File: config.mk
export PLATFORM = sky130hd
export DESIGN_NAME = dirg_reset_gen
export DESIGN_NICKNAME = d
export VERILOG_FILES = /design/src/rtl/dirg_pkg.sv /design/src/rtl/dirg_sync.sv /design/src/rtl/dirg_reset_gen.sv
export VERILOG_INCLUDE_DIRS = /design/src /design/src/rtl
export SDC_FILE = /design/constraint.sdc
export NUM_CORES = 1
export LEC_CHECK = 0
export BUFFER_PORTS_ARGS = -buffer_cell sky130_fd_sc_hd__buf_4
export CAP_MARGIN = 0
export CORE_UTILIZATION = 55
export DETAILED_ROUTE_END_ITERATION = 10
export PLACE_DENSITY_LB_ADDON = 0.12
export SETUP_SLACK_MARGIN = 0.5
export SYNTH_ARGS = -nofsm -noshare
export SYNTH_HDL_FRONTEND = slang
export SYNTH_HIERARCHICAL = 1
export SYNTH_SLANG_ARGS = --single-unit
File: constraint.sdc
create_clock -name clk_sys -period 3.25 [get_ports clk_sys]
set_clock_uncertainty 0.1 [all_clocks]
set_input_delay 0.325 -clock clk_sys [delete_from_list [all_inputs] [get_ports clk_sys]]
set_output_delay 0.325 -clock clk_sys [all_outputs]
set_load 0.05 [all_outputs]
File: src/rtl/dirg_defines.svh
// Constants of the dual input hold reset generator: times, counts and widths.
// Assumes a 40 MHz system clock; every interval is derived from it.
`ifndef DIRG_DEFINES_SVH
`define DIRG_DEFINES_SVH

`define DIRG_CLK_KHZ         40000
`define DIRG_CLK_MHZ         40

`define DIRG_HOLD_MS_0       500
`define DIRG_HOLD_MS_1       1000
`define DIRG_HOLD_MS_2       1500
`define DIRG_HOLD_MS_3       2000
`define DIRG_HOLD_MS_4       2500
`define DIRG_HOLD_MS_5       3000
`define DIRG_HOLD_MS_6       4000
`define DIRG_HOLD_MS_7       5000

`define DIRG_PULSE_SHORT_US  2200
`define DIRG_PULSE_LONG_US   70000
`define DIRG_TEST_WINDOW_US  35
`define DIRG_TEST_DELAY_US   250
`define DIRG_TEST_PULSES     8

`define DIRG_MS_CYCLES(ms)   ((ms) * `DIRG_CLK_KHZ)
`define DIRG_US_CYCLES(us)   ((us) * `DIRG_CLK_MHZ)

`define DIRG_TIMER_W         28
`define DIRG_WIN_W           11
`define DIRG_EDGE_W          4
`define DIRG_SETTLE_W        2
`define DIRG_SETTLE_LAST     2'h3

`endif

File: src/rtl/dirg_pkg.sv
// Types of the dual input hold reset generator.
// Assumes dirg_defines.svh is on the include path.
`default_nettype none
`include "dirg_defines.svh"

package dirg_pkg;

    typedef enum logic [1:0] {
        st_idle,
        st_hold,
        st_pulse,
        st_test_wait
    } dirg_state_type;

    // Build option to hold cycles
    function automatic int unsigned dirg_hold_lookup(input logic [2:0] option);
        int unsigned ms;
        case (option)
            3'h0: ms = `DIRG_HOLD_MS_0;
            3'h1: ms = `DIRG_HOLD_MS_1;
            3'h2: ms = `DIRG_HOLD_MS_2;
            3'h3: ms = `DIRG_HOLD_MS_3;
            3'h4: ms = `DIRG_HOLD_MS_4;
            3'h5: ms = `DIRG_HOLD_MS_5;
            3'h6: ms = `DIRG_HOLD_MS_6;
            default: ms = `DIRG_HOLD_MS_7;
        endcase
        return `DIRG_MS_CYCLES(ms);
    endfunction : dirg_hold_lookup

endpackage : dirg_pkg
`default_nettype wire

File: src/rtl/dirg_sync.sv
// Two-flop synchroniser with edge detection for the two request inputs.
// Assumes inputs idle high; edges are ignored until the chain has settled.
`timescale 1ns/1ps
`default_nettype none
`include "dirg_defines.svh"

module dirg_sync
    import dirg_pkg::*;
(
    // Clock and reset
    input  wire logic       clk_sys,
    input  wire logic       rst,
    // Raw inputs
    input  wire logic [1:0] raw_n,
    // Synchronised level and edges
    output logic      [1:0] level_n,
    output logic      [1:0] fall,
    output logic      [1:0] rise
);

    logic [1:0]                meta_reg;
    logic [1:0]                sync_reg;
    logic [1:0]                hist_reg;
    logic [`DIRG_SETTLE_W-1:0] settle_reg;
    logic                      settled;

    // Edges during settling would fake a press at power-up
    assign settled = (settle_reg == `DIRG_SETTLE_LAST);

    always_ff @(posedge clk_sys) begin
        if (rst) begin
            settle_reg <= '0;
        end else if (!settled) begin
            settle_reg <= settle_reg + `DIRG_SETTLE_W'(1);
        end
    end

    genvar i;
    generate
        for (i = 0; i < 2; i++) begin : g_bit
            always_ff @(posedge clk_sys) begin
                if (rst) begin
                    meta_reg[i] <= 1'b1;
                    sync_reg[i] <= 1'b1;
                    hist_reg[i] <= 1'b1;
                end else begin
                    meta_reg[i] <= raw_n[i];
                    sync_reg[i] <= meta_reg[i];
                    hist_reg[i] <= sync_reg[i];
                end
            end
            assign level_n[i] = sync_reg[i];
            assign fall[i]    = settled & hist_reg[i] & ~sync_reg[i];
            assign rise[i]    = settled & ~hist_reg[i] & sync_reg[i];
        end
    endgenerate

endmodule : dirg_sync
`default_nettype wire

File: src/rtl/dirg_reset_gen.sv
// Dual input hold reset generator with accelerated test mode.
// Assumes push-button inputs idle high and an external pull-up on the reset net.
`timescale 1ns/1ps
`default_nettype none
`include "dirg_defines.svh"

module dirg_reset_gen
    import dirg_pkg::*;
#(
    parameter logic [2:0]  hold_option       = 3'h0,
    parameter bit          long_pulse        = 1'b0,
    parameter int unsigned hold_cycles       = dirg_hold_lookup(hold_option),
    parameter int unsigned pulse_cycles      = long_pulse ?
                                               `DIRG_US_CYCLES(`DIRG_PULSE_LONG_US) :
                                               `DIRG_US_CYCLES(`DIRG_PULSE_SHORT_US),
    parameter int unsigned test_delay_cycles = `DIRG_US_CYCLES(`DIRG_TEST_DELAY_US)
) (
    // Clock and reset
    input  wire logic clk_sys,
    input  wire logic rst,
    // Request inputs
    input  wire logic first_request_input_n,
    input  wire logic second_request_input_n,
    // Open-drain reset pin
    output logic      reset_out_n,
    output logic      reset_out_oe,
    // Status
    output logic      test_mode_active
);

    localparam int unsigned win_cycles = `DIRG_US_CYCLES(`DIRG_TEST_WINDOW_US);
    localparam logic [`DIRG_TIMER_W-1:0] hold_last  = `DIRG_TIMER_W'(hold_cycles - 1);
    localparam logic [`DIRG_TIMER_W-1:0] pulse_last = `DIRG_TIMER_W'(pulse_cycles - 1);
    localparam logic [`DIRG_TIMER_W-1:0] delay_last = `DIRG_TIMER_W'(test_delay_cycles - 1);
    localparam logic [`DIRG_WIN_W-1:0]   win_last   = `DIRG_WIN_W'(win_cycles - 1);
    localparam logic [`DIRG_EDGE_W-1:0]  edge_last  = `DIRG_EDGE_W'(`DIRG_TEST_PULSES - 1);

    logic [1:0]               level_n;
    logic [1:0]               fall;
    logic [1:0]               rise;

    dirg_state_type           state_reg;
    dirg_state_type           state_next;
    logic [`DIRG_TIMER_W-1:0] timer_reg;
    logic [`DIRG_TIMER_W-1:0] timer_next;
    logic                     armed_reg;
    logic                     armed_next;
    logic                     win_active_reg;
    logic                     win_active_next;
    logic [`DIRG_WIN_W-1:0]   win_cnt_reg;
    logic [`DIRG_WIN_W-1:0]   win_cnt_next;
    logic [`DIRG_EDGE_W-1:0]  edge_cnt_reg;
    logic [`DIRG_EDGE_W-1:0]  edge_cnt_next;
    logic                     in_test_reg;
    logic                     in_test_next;
    logic                     oe_reg;
    logic                     oe_next;
    logic                     out_n_reg;

    dirg_sync u_sync (
        .clk_sys (clk_sys),
        .rst     (rst),
        .raw_n   ({second_request_input_n, first_request_input_n}),
        .level_n (level_n),
        .fall    (fall),
        .rise    (rise)
    );

    // Decoding
    wire both_low    = ~level_n[0] & ~level_n[1];
    wire both_high   = level_n[0] & level_n[1];
    wire first_low   = ~level_n[0];
    wire any_fall    = |fall;
    wire normal_st   = (state_reg == st_idle) || (state_reg == st_hold);
    wire hold_done   = (state_reg == st_hold) && both_low && (timer_reg == hold_last);
    wire pulse_done  = (state_reg == st_pulse) && (timer_reg == pulse_last);
    wire delay_done  = (state_reg == st_test_wait) && (timer_reg == delay_last);
    wire win_expired = win_active_reg && (win_cnt_reg == win_last);
    // Window opens at the first falling edge of the test clock
    wire test_start  = normal_st && first_low && fall[1] && !win_active_reg;
    wire test_hit    = normal_st && win_active_reg && first_low && rise[1] &&
                       !win_expired && (edge_cnt_reg == edge_last);
    wire enter_pulse = (state_next == st_pulse) && (state_reg != st_pulse);

    // Main sequencer
    always_comb begin
        state_next = state_reg;
        case (state_reg)
            st_idle: begin
                if (test_hit) begin
                    state_next = st_test_wait;
                end else if (both_low && armed_reg) begin
                    state_next = st_hold;
                end
            end
            st_hold: begin
                if (test_hit) begin
                    state_next = st_test_wait;
                end else if (!both_low) begin
                    state_next = st_idle;
                end else if (hold_done) begin
                    state_next = st_pulse;
                end
            end
            st_pulse: begin
                if (pulse_done) begin
                    state_next = st_idle;
                end
            end
            st_test_wait: begin
                if (both_high) begin
                    state_next = st_idle;
                end else if (delay_done) begin
                    state_next = st_pulse;
                end
            end
            default: state_next = st_idle;
        endcase
    end

    // One timer serves hold, pulse and test delay; restarts on every state change
    assign timer_next = (state_next != state_reg || state_next == st_idle) ?
                        '0 : timer_reg + `DIRG_TIMER_W'(1);

    // A new fall wins over the clear at pulse entry
    assign armed_next = any_fall | (armed_reg & ~enter_pulse);

    assign win_active_next = test_start ? 1'b1 :
                             (!first_low || win_expired || test_hit || !normal_st) ?
                             1'b0 : win_active_reg;
    assign win_cnt_next    = win_active_next && !test_start ?
                             win_cnt_reg + `DIRG_WIN_W'(1) : '0;
    assign edge_cnt_next   = !win_active_next ? '0 :
                             (win_active_reg && rise[1]) ?
                             edge_cnt_reg + `DIRG_EDGE_W'(1) : edge_cnt_reg;

    assign in_test_next = (state_next == st_test_wait) ? 1'b1 :
                          (state_next == st_idle) ? 1'b0 : in_test_reg;

    // Pull only during the pulse; released otherwise for a wired-OR net
    assign oe_next = (state_next == st_pulse);

    always_ff @(posedge clk_sys) begin
        if (rst) begin
            state_reg <= st_idle;
            timer_reg <= '0;
            armed_reg <= 1'b0;
        end else begin
            state_reg <= state_next;
            timer_reg <= timer_next;
            armed_reg <= armed_next;
        end
    end

    always_ff @(posedge clk_sys) begin
        if (rst) begin
            win_active_reg <= 1'b0;
            win_cnt_reg    <= '0;
            edge_cnt_reg   <= '0;
        end else begin
            win_active_reg <= win_active_next;
            win_cnt_reg    <= win_cnt_next;
            edge_cnt_reg   <= edge_cnt_next;
        end
    end

    always_ff @(posedge clk_sys) begin
        if (rst) begin
            in_test_reg <= 1'b0;
            oe_reg      <= 1'b0;
            out_n_reg   <= 1'b0;
        end else begin
            in_test_reg <= in_test_next;
            oe_reg      <= oe_next;
            out_n_reg   <= 1'b0;
        end
    end

    assign reset_out_n      = out_n_reg;
    assign reset_out_oe     = oe_reg;
    assign test_mode_active = in_test_reg;

    // Checking helpers
    logic [`DIRG_TIMER_W-1:0] oe_len_reg;

    always_ff @(posedge clk_sys) begin
        if (rst) begin
            oe_len_reg <= '0;
        end else begin
            oe_len_reg <= oe_reg ? oe_len_reg + `DIRG_TIMER_W'(1) : '0;
        end
    end
endmodule : dirg_reset_gen
`default_nettype wire

==> results of run 1 <==
## per-stage QoR
step	instance area, µm²	worst slack [ns]	utilization, %	total power, mW
finish	3480	0.558	72.3	1.56
global route	3480	0.442	72.3	1.61
floorplan	2840	0.522	-	0.758
CTS	3290	0.479	68.3	1.57
detailed placement	2920	0.288	60.6	0.768
global placement	2920	0.386	60.6	0.766
## metal layers
layer	track usage, %	part of all wire (%)
met1	27.2	45
met2	40.2	49
met3	9.19	3.7
met4	9.40	2.0
met5	0	0
## area by class of cell
| class | instances | area, µm² | share of cell area [%] |
|---|---|---|---|
| Clock buffer | 9 | 124 | 3.55 |
| Clock inverter | 7 | 119 | 3.41 |
| Inverter | 8 | 30.0 | 0.862 |
| Multi-Input combinational cell | 243 | 1830 | 52.5 |
| Sequential cell | 57 | 1150 | 33.0 |
| Tap cell | 67 | 83.8 | 2.41 |
| Timing Repair Buffer | 19 | 150 | 4.31 |
## critical path, delay by kind of cell (launching register included)
| family | cells | cell delay [ns] |
|---|---|---|
| and+or+nand+nor | 5 | 1.08 |
| AOI/OAI and AO/OA | 4 | 0.53 |
| buffers and inverters | 1 | 0.19 |
| adders and majority gates | 2 | 0.36 |
| DFF | 1 | 0.36 |
## layout by cell type (no fill, tap or decap), types with 3 or more instances in the layout
cell       instances
a21oi_1            3
and3_1             8
and4_1             4
buf_4             17
bufinv_16          3
clkbuf_8           9
dfxtp_1           50
dfxtp_2            7
ha_1               5
inv_1              8
nand2_1           15
nand3_1           22
nand4_1           10
nor2_1            35
nor3_1            22
nor3_2            22
o21ai_0            4
o21ai_4            4
or2_2              6
or3_1              3
or4b_4             3
xnor2_1           24
xor2_1            14
## repair_timing
item	in CTS	in global routing
gates resized for setup	11	34
endpoints found under the setup margin	28	29
gates cloned	3	0
pin swaps	4	24
hold buffers	0	0
setup buffers	4	5
## worst min-delay path by stage
| stage | cells after the start | start | endpoint | slack [ns] |
|---|---|---|---|---|
| after global placement | 1 | u_sync/meta_reg[0] | u_sync/level_n[0] | 0.29 |
| after global routing | 2 | second_request_input_n | u_sync/meta_reg[1] | 0.05 |
| after floorplan | 1 | u_sync/meta_reg[0] | u_sync/level_n[0] | 0.29 |
| after CTS | 2 | first_request_input_n | u_sync/meta_reg[0] | 0.05 |
| after detailed placement | 1 | u_sync/meta_reg[0] | u_sync/level_n[0] | 0.30 |
| final | 2 | first_request_input_n | u_sync/meta_reg[0] | 0.06 |
## power by group
group          total, mW  switching (mW)  leakage, nW  internal [mW]
Sequential         0.718         0.00866        0.464          0.709
Clock              0.798           0.290        0.115          0.508
Combinational     0.0472          0.0241        0.536         0.0231
==> results.toml, run 1 <==
[drt]
drtPass1Iterations = 4
drc = 0
dr_total_vias = 2361
vias_per_cell = 5.76
drt_iter0_markers = 114
ant_nets = 0
routedWlPerCell_um = 15.0
wl_mm = 6.14

[sta]
max_freq_mhz = 371
final_max_slew_viol_count = 0
rsz0062_at_grt = "yes"
setup_viol = 0
fin_crit_ns = 2.69
final_hold_viol_count = 0
holdWs_ns = 0.0646
fin_setup_tns_ns = 0
fin_crit_sh_pct = 82.8

[cts]
clock-sinks = 57
cts_max_path_buffers = 2
root_buffer = "clkbuf_8"
cts_max_level = 3
clkTransAtPathRegs_ns = 0.06
cts_tree = "done"
insertion_delay_ns = 0.34
numCtsBuffers = 9

[outcome]
status = "finished clean"

[critical_path]
startpoint_type = "register"
r2r-end = "timer_reg[18]"
slowest_stage = "or4_4"
worstSetupPathType = "register to register"
path_cells = "ha_4 > and3b_2 > nand2_4 > or4_4 > nor2_4 > a31oi_2 > o21a_1 > ha_2 > a311oi_4 > buf_6 > o21ai_4 > nor3_1"
endpoint = "timer_reg[18]"
cp-end-kind = "register"
critPathMaxFanout = 7
r2r-start = "u_sync/settle_reg[0]"
timing.critical_path.from = "u_sync/settle_reg[0]"
r2r_cells = 12
cp.required_ns = 3.42
rrSetupSlack_ns = 0.56
arrival_ns = 2.86
worst_path_largest_cell_delay_ns = 0.44

[min_path]
worst_hold_path_type = "input pin to register"

[global_routing]
grt_pass1_wl_mm = 9.54
grt_pass1_vias = 2150
grt_overflow_total = 0
grt_use_total_pct = 23.9
antenna_found_initial = 0
grt_max_degree = 29

[place]
io_buffers = 5
dp_hpwl_mm = 3.69
place_congestion = 0.789
dp_cells = 382

[power_and_ir_drop]
power-per-cell-area_mw_per_mm2 = 448
ir_drop_uv = 390
p_leak_nw = 1.12

[die]
ios = 7
fp.dieH_um = 73.3
core_area_mm2 = 0.00482
die_w_um = 73.3
initial_core_util_pct = 58.1
num_rows = 25
die_area_mm2 = 0.00538

[synthesis]
yosysWarnings = 6
syn-num-nets = 328
syn-cell-area_mm2 = 0.00280
syn_inst = 317
syn_avg_cell_area_um2 = 8.83

[finish]
areaGrowthSynthToFinish_pct = 24.6
largest_register_ffs = 28
final_cells = 410
nets = 349
drive_above_1_share_pct = 28.6
n_antenna_cell = 0
n_fill_cell = 381

[flow_run]
cap_violations = 0
No activity file was read; power rests on OpenSTA's default activity.
==> inputs of run 2 (changes only) <==
==> constraint.sdc (replaced) <==
create_clock -name clk_sys -period 2.5 [get_ports clk_sys]
set_clock_uncertainty 0.1 [all_clocks]
set_input_delay 0.25 -clock clk_sys [delete_from_list [all_inputs] [get_ports clk_sys]]
set_output_delay 0.25 -clock clk_sys [all_outputs]
set_load 0.05 [all_outputs]
==> results.toml, run 2 (synthesis results as in run 1) <==
[die]
num_rows = 25
die_w_um = 73.3
core_area_mm2 = 0.00482
ios = 7
initial_core_util_pct = 58.1
die_area_mm2 = 0.00538
fp.dieH_um = 73.3

[drt]
drt_iter0_markers = 149
drt-met1-wl_mm = 3.18
vias_per_cell = 5.82
top_layer = "met4"
routedWlPerCell_um = 17.6
dr_wl_met2_mm = 4.17
ant_nets = 0
dr_total_vias = 2677
wl_met3_um = 381
drtPass1Iterations = 5
drc = 0
wl_mm = 8.12

[finish]
areaGrowthSynthToFinish_pct = 41.2
nets = 399
final_area_mm2 = 0.00395
mostFrequentLayoutCell = "buf_4"
n_antenna_cell = 0
final_cell_mix = "61 x buf_4, 52 x dfxtp_1, 34 x nor2_1"
largest_register_ffs = 28
drive_above_1_share_pct = 40.2

[min_path]
worst_hold_path_type = "input pin to register"
whs_path_depth = 2

[place]
placed_cell_area_mm2 = 0.00338
io_buffers = 5
dp_hpwl_mm = 4.66
place_congestion = 0.876

[sta]
rsz0062_at_grt = "yes"
maxSlewHeadroom_pct = 67.3
worstMarginPinSlew_ns = 0.487
setup_ws_ns = -0.277
fin_crit_sh_pct = 111
final_max_slew_viol_count = 0
setup_viol = 31
max_freq_mhz = 360
final_hold_viol_count = 0
fin_crit_ns = 2.78

[critical_path]
cp_num_cells = 10
startpoint_type = "register"
crit_top_cell = "nor3_2"
worst_path_largest_cell_delay_ns = 0.57
critPathMaxFanout = 10
arrival_ns = 2.94
r2r_cells = 10
cp-end-kind = "register"
cp.required_ns = 2.66
critPathTopFamily = "simple AND/OR/NAND/NOR gates"
rrSetupSlack_ns = -0.28
path_cells = "or4b_4 > buf_6 > nor4b_4 > and4_1 > nor3_2 > ha_4 > a311oi_2 > o21ai_4 > buf_12 > nor3_2"
critPathBufInv = 2
slowest_stage = "or4b_4"
worstSetupPathType = "register to register"

[global_routing]
antenna_found_initial = 0
grt_pass1_wl_mm = 11.8
grt_pass1_vias = 2513
grt_max_degree = 29
grt_use_total_pct = 29.5
grt_overflow_total = 0

[cts]
root_buffer = "clkbuf_8"
numCtsBuffers = 9
clock-sinks = 57
cts_max_level = 3
cts_max_path_buffers = 2
insertion_delay_ns = 0.35
cts_tree = "done"
clkTransAtPathRegs_ns = 0.06

[power_and_ir_drop]
ir_drop_uv = 482
power.total_mw = 1.86
power-per-cell-area_mw_per_mm2 = 471
p_leak_nw = 1.40

[outcome]
status = "finished with violations"
violations = "negative setup slack"

[flow_run]
cap_violations = 0
==> run 2: power by group <==
| group | internal, mW | switching [mW] |
|---|---|---|
| clock | 0.483 | 0.374 |
| sequential | 0.922 | 0.0118 |
| combinational | 0.0368 | 0.0348 |
==> run 2: path summary, 6_finish.rpt <==
kind,startpoint,end
max,timer_reg[15],timer_reg[8]
min,rst,reset_out_oe
max reg2reg,timer_reg[15],timer_reg[8]
min reg2reg,u_sync/meta_reg[0],u_sync/level_n[0]
==> run 2: stage by stage <==
step	hold slack (ns)	std cells	utilization [%]	setup WS, ns	TNS [ns]
2_1_floorplan	0.215	317	-	-0.181	-2.86
6_report	0.0915	460	82.0	-0.277	-6.49
3_5_place_dp	0.305	426	70.2	-0.190	-5.16
5_1_grt	0.102	460	82.0	-0.300	-7.87
4_1_cts	0.0816	453	79.0	-0.115	-2.33
3_3_place_gp	0.293	426	70.2	-0.178	-4.64
==> run 2: routing by layer <==
layer / track usage (%) / vias to the layer above
met1: 32.0 / 1289
met4: 13.9 / 0
met5: 0 / -
li1: - / 1264
met2: 52.2 / 82
met3: 9.33 / 42
==> run 2: cell type report <==
cell class	instances	area [µm²]
clock buffers	11	141
clock inverters	5	55.1
fillers	307	867
inverters	8	32.5
multi-input cells	240	1880
flip-flops and latches	57	1150
well taps	67	83.8
repair buffers	72	611
==> run 2: timing repair <==
action / CTS / global route
pin swaps: 11 / 7
hold buffers: 2 / 0
gates cloned: 1 / 0
setup buffers: 8 / 7
gates resized for setup: 28 / 23
hold endpoints to repair: 2 / 0
endpoints found under the setup margin: 33 / 48
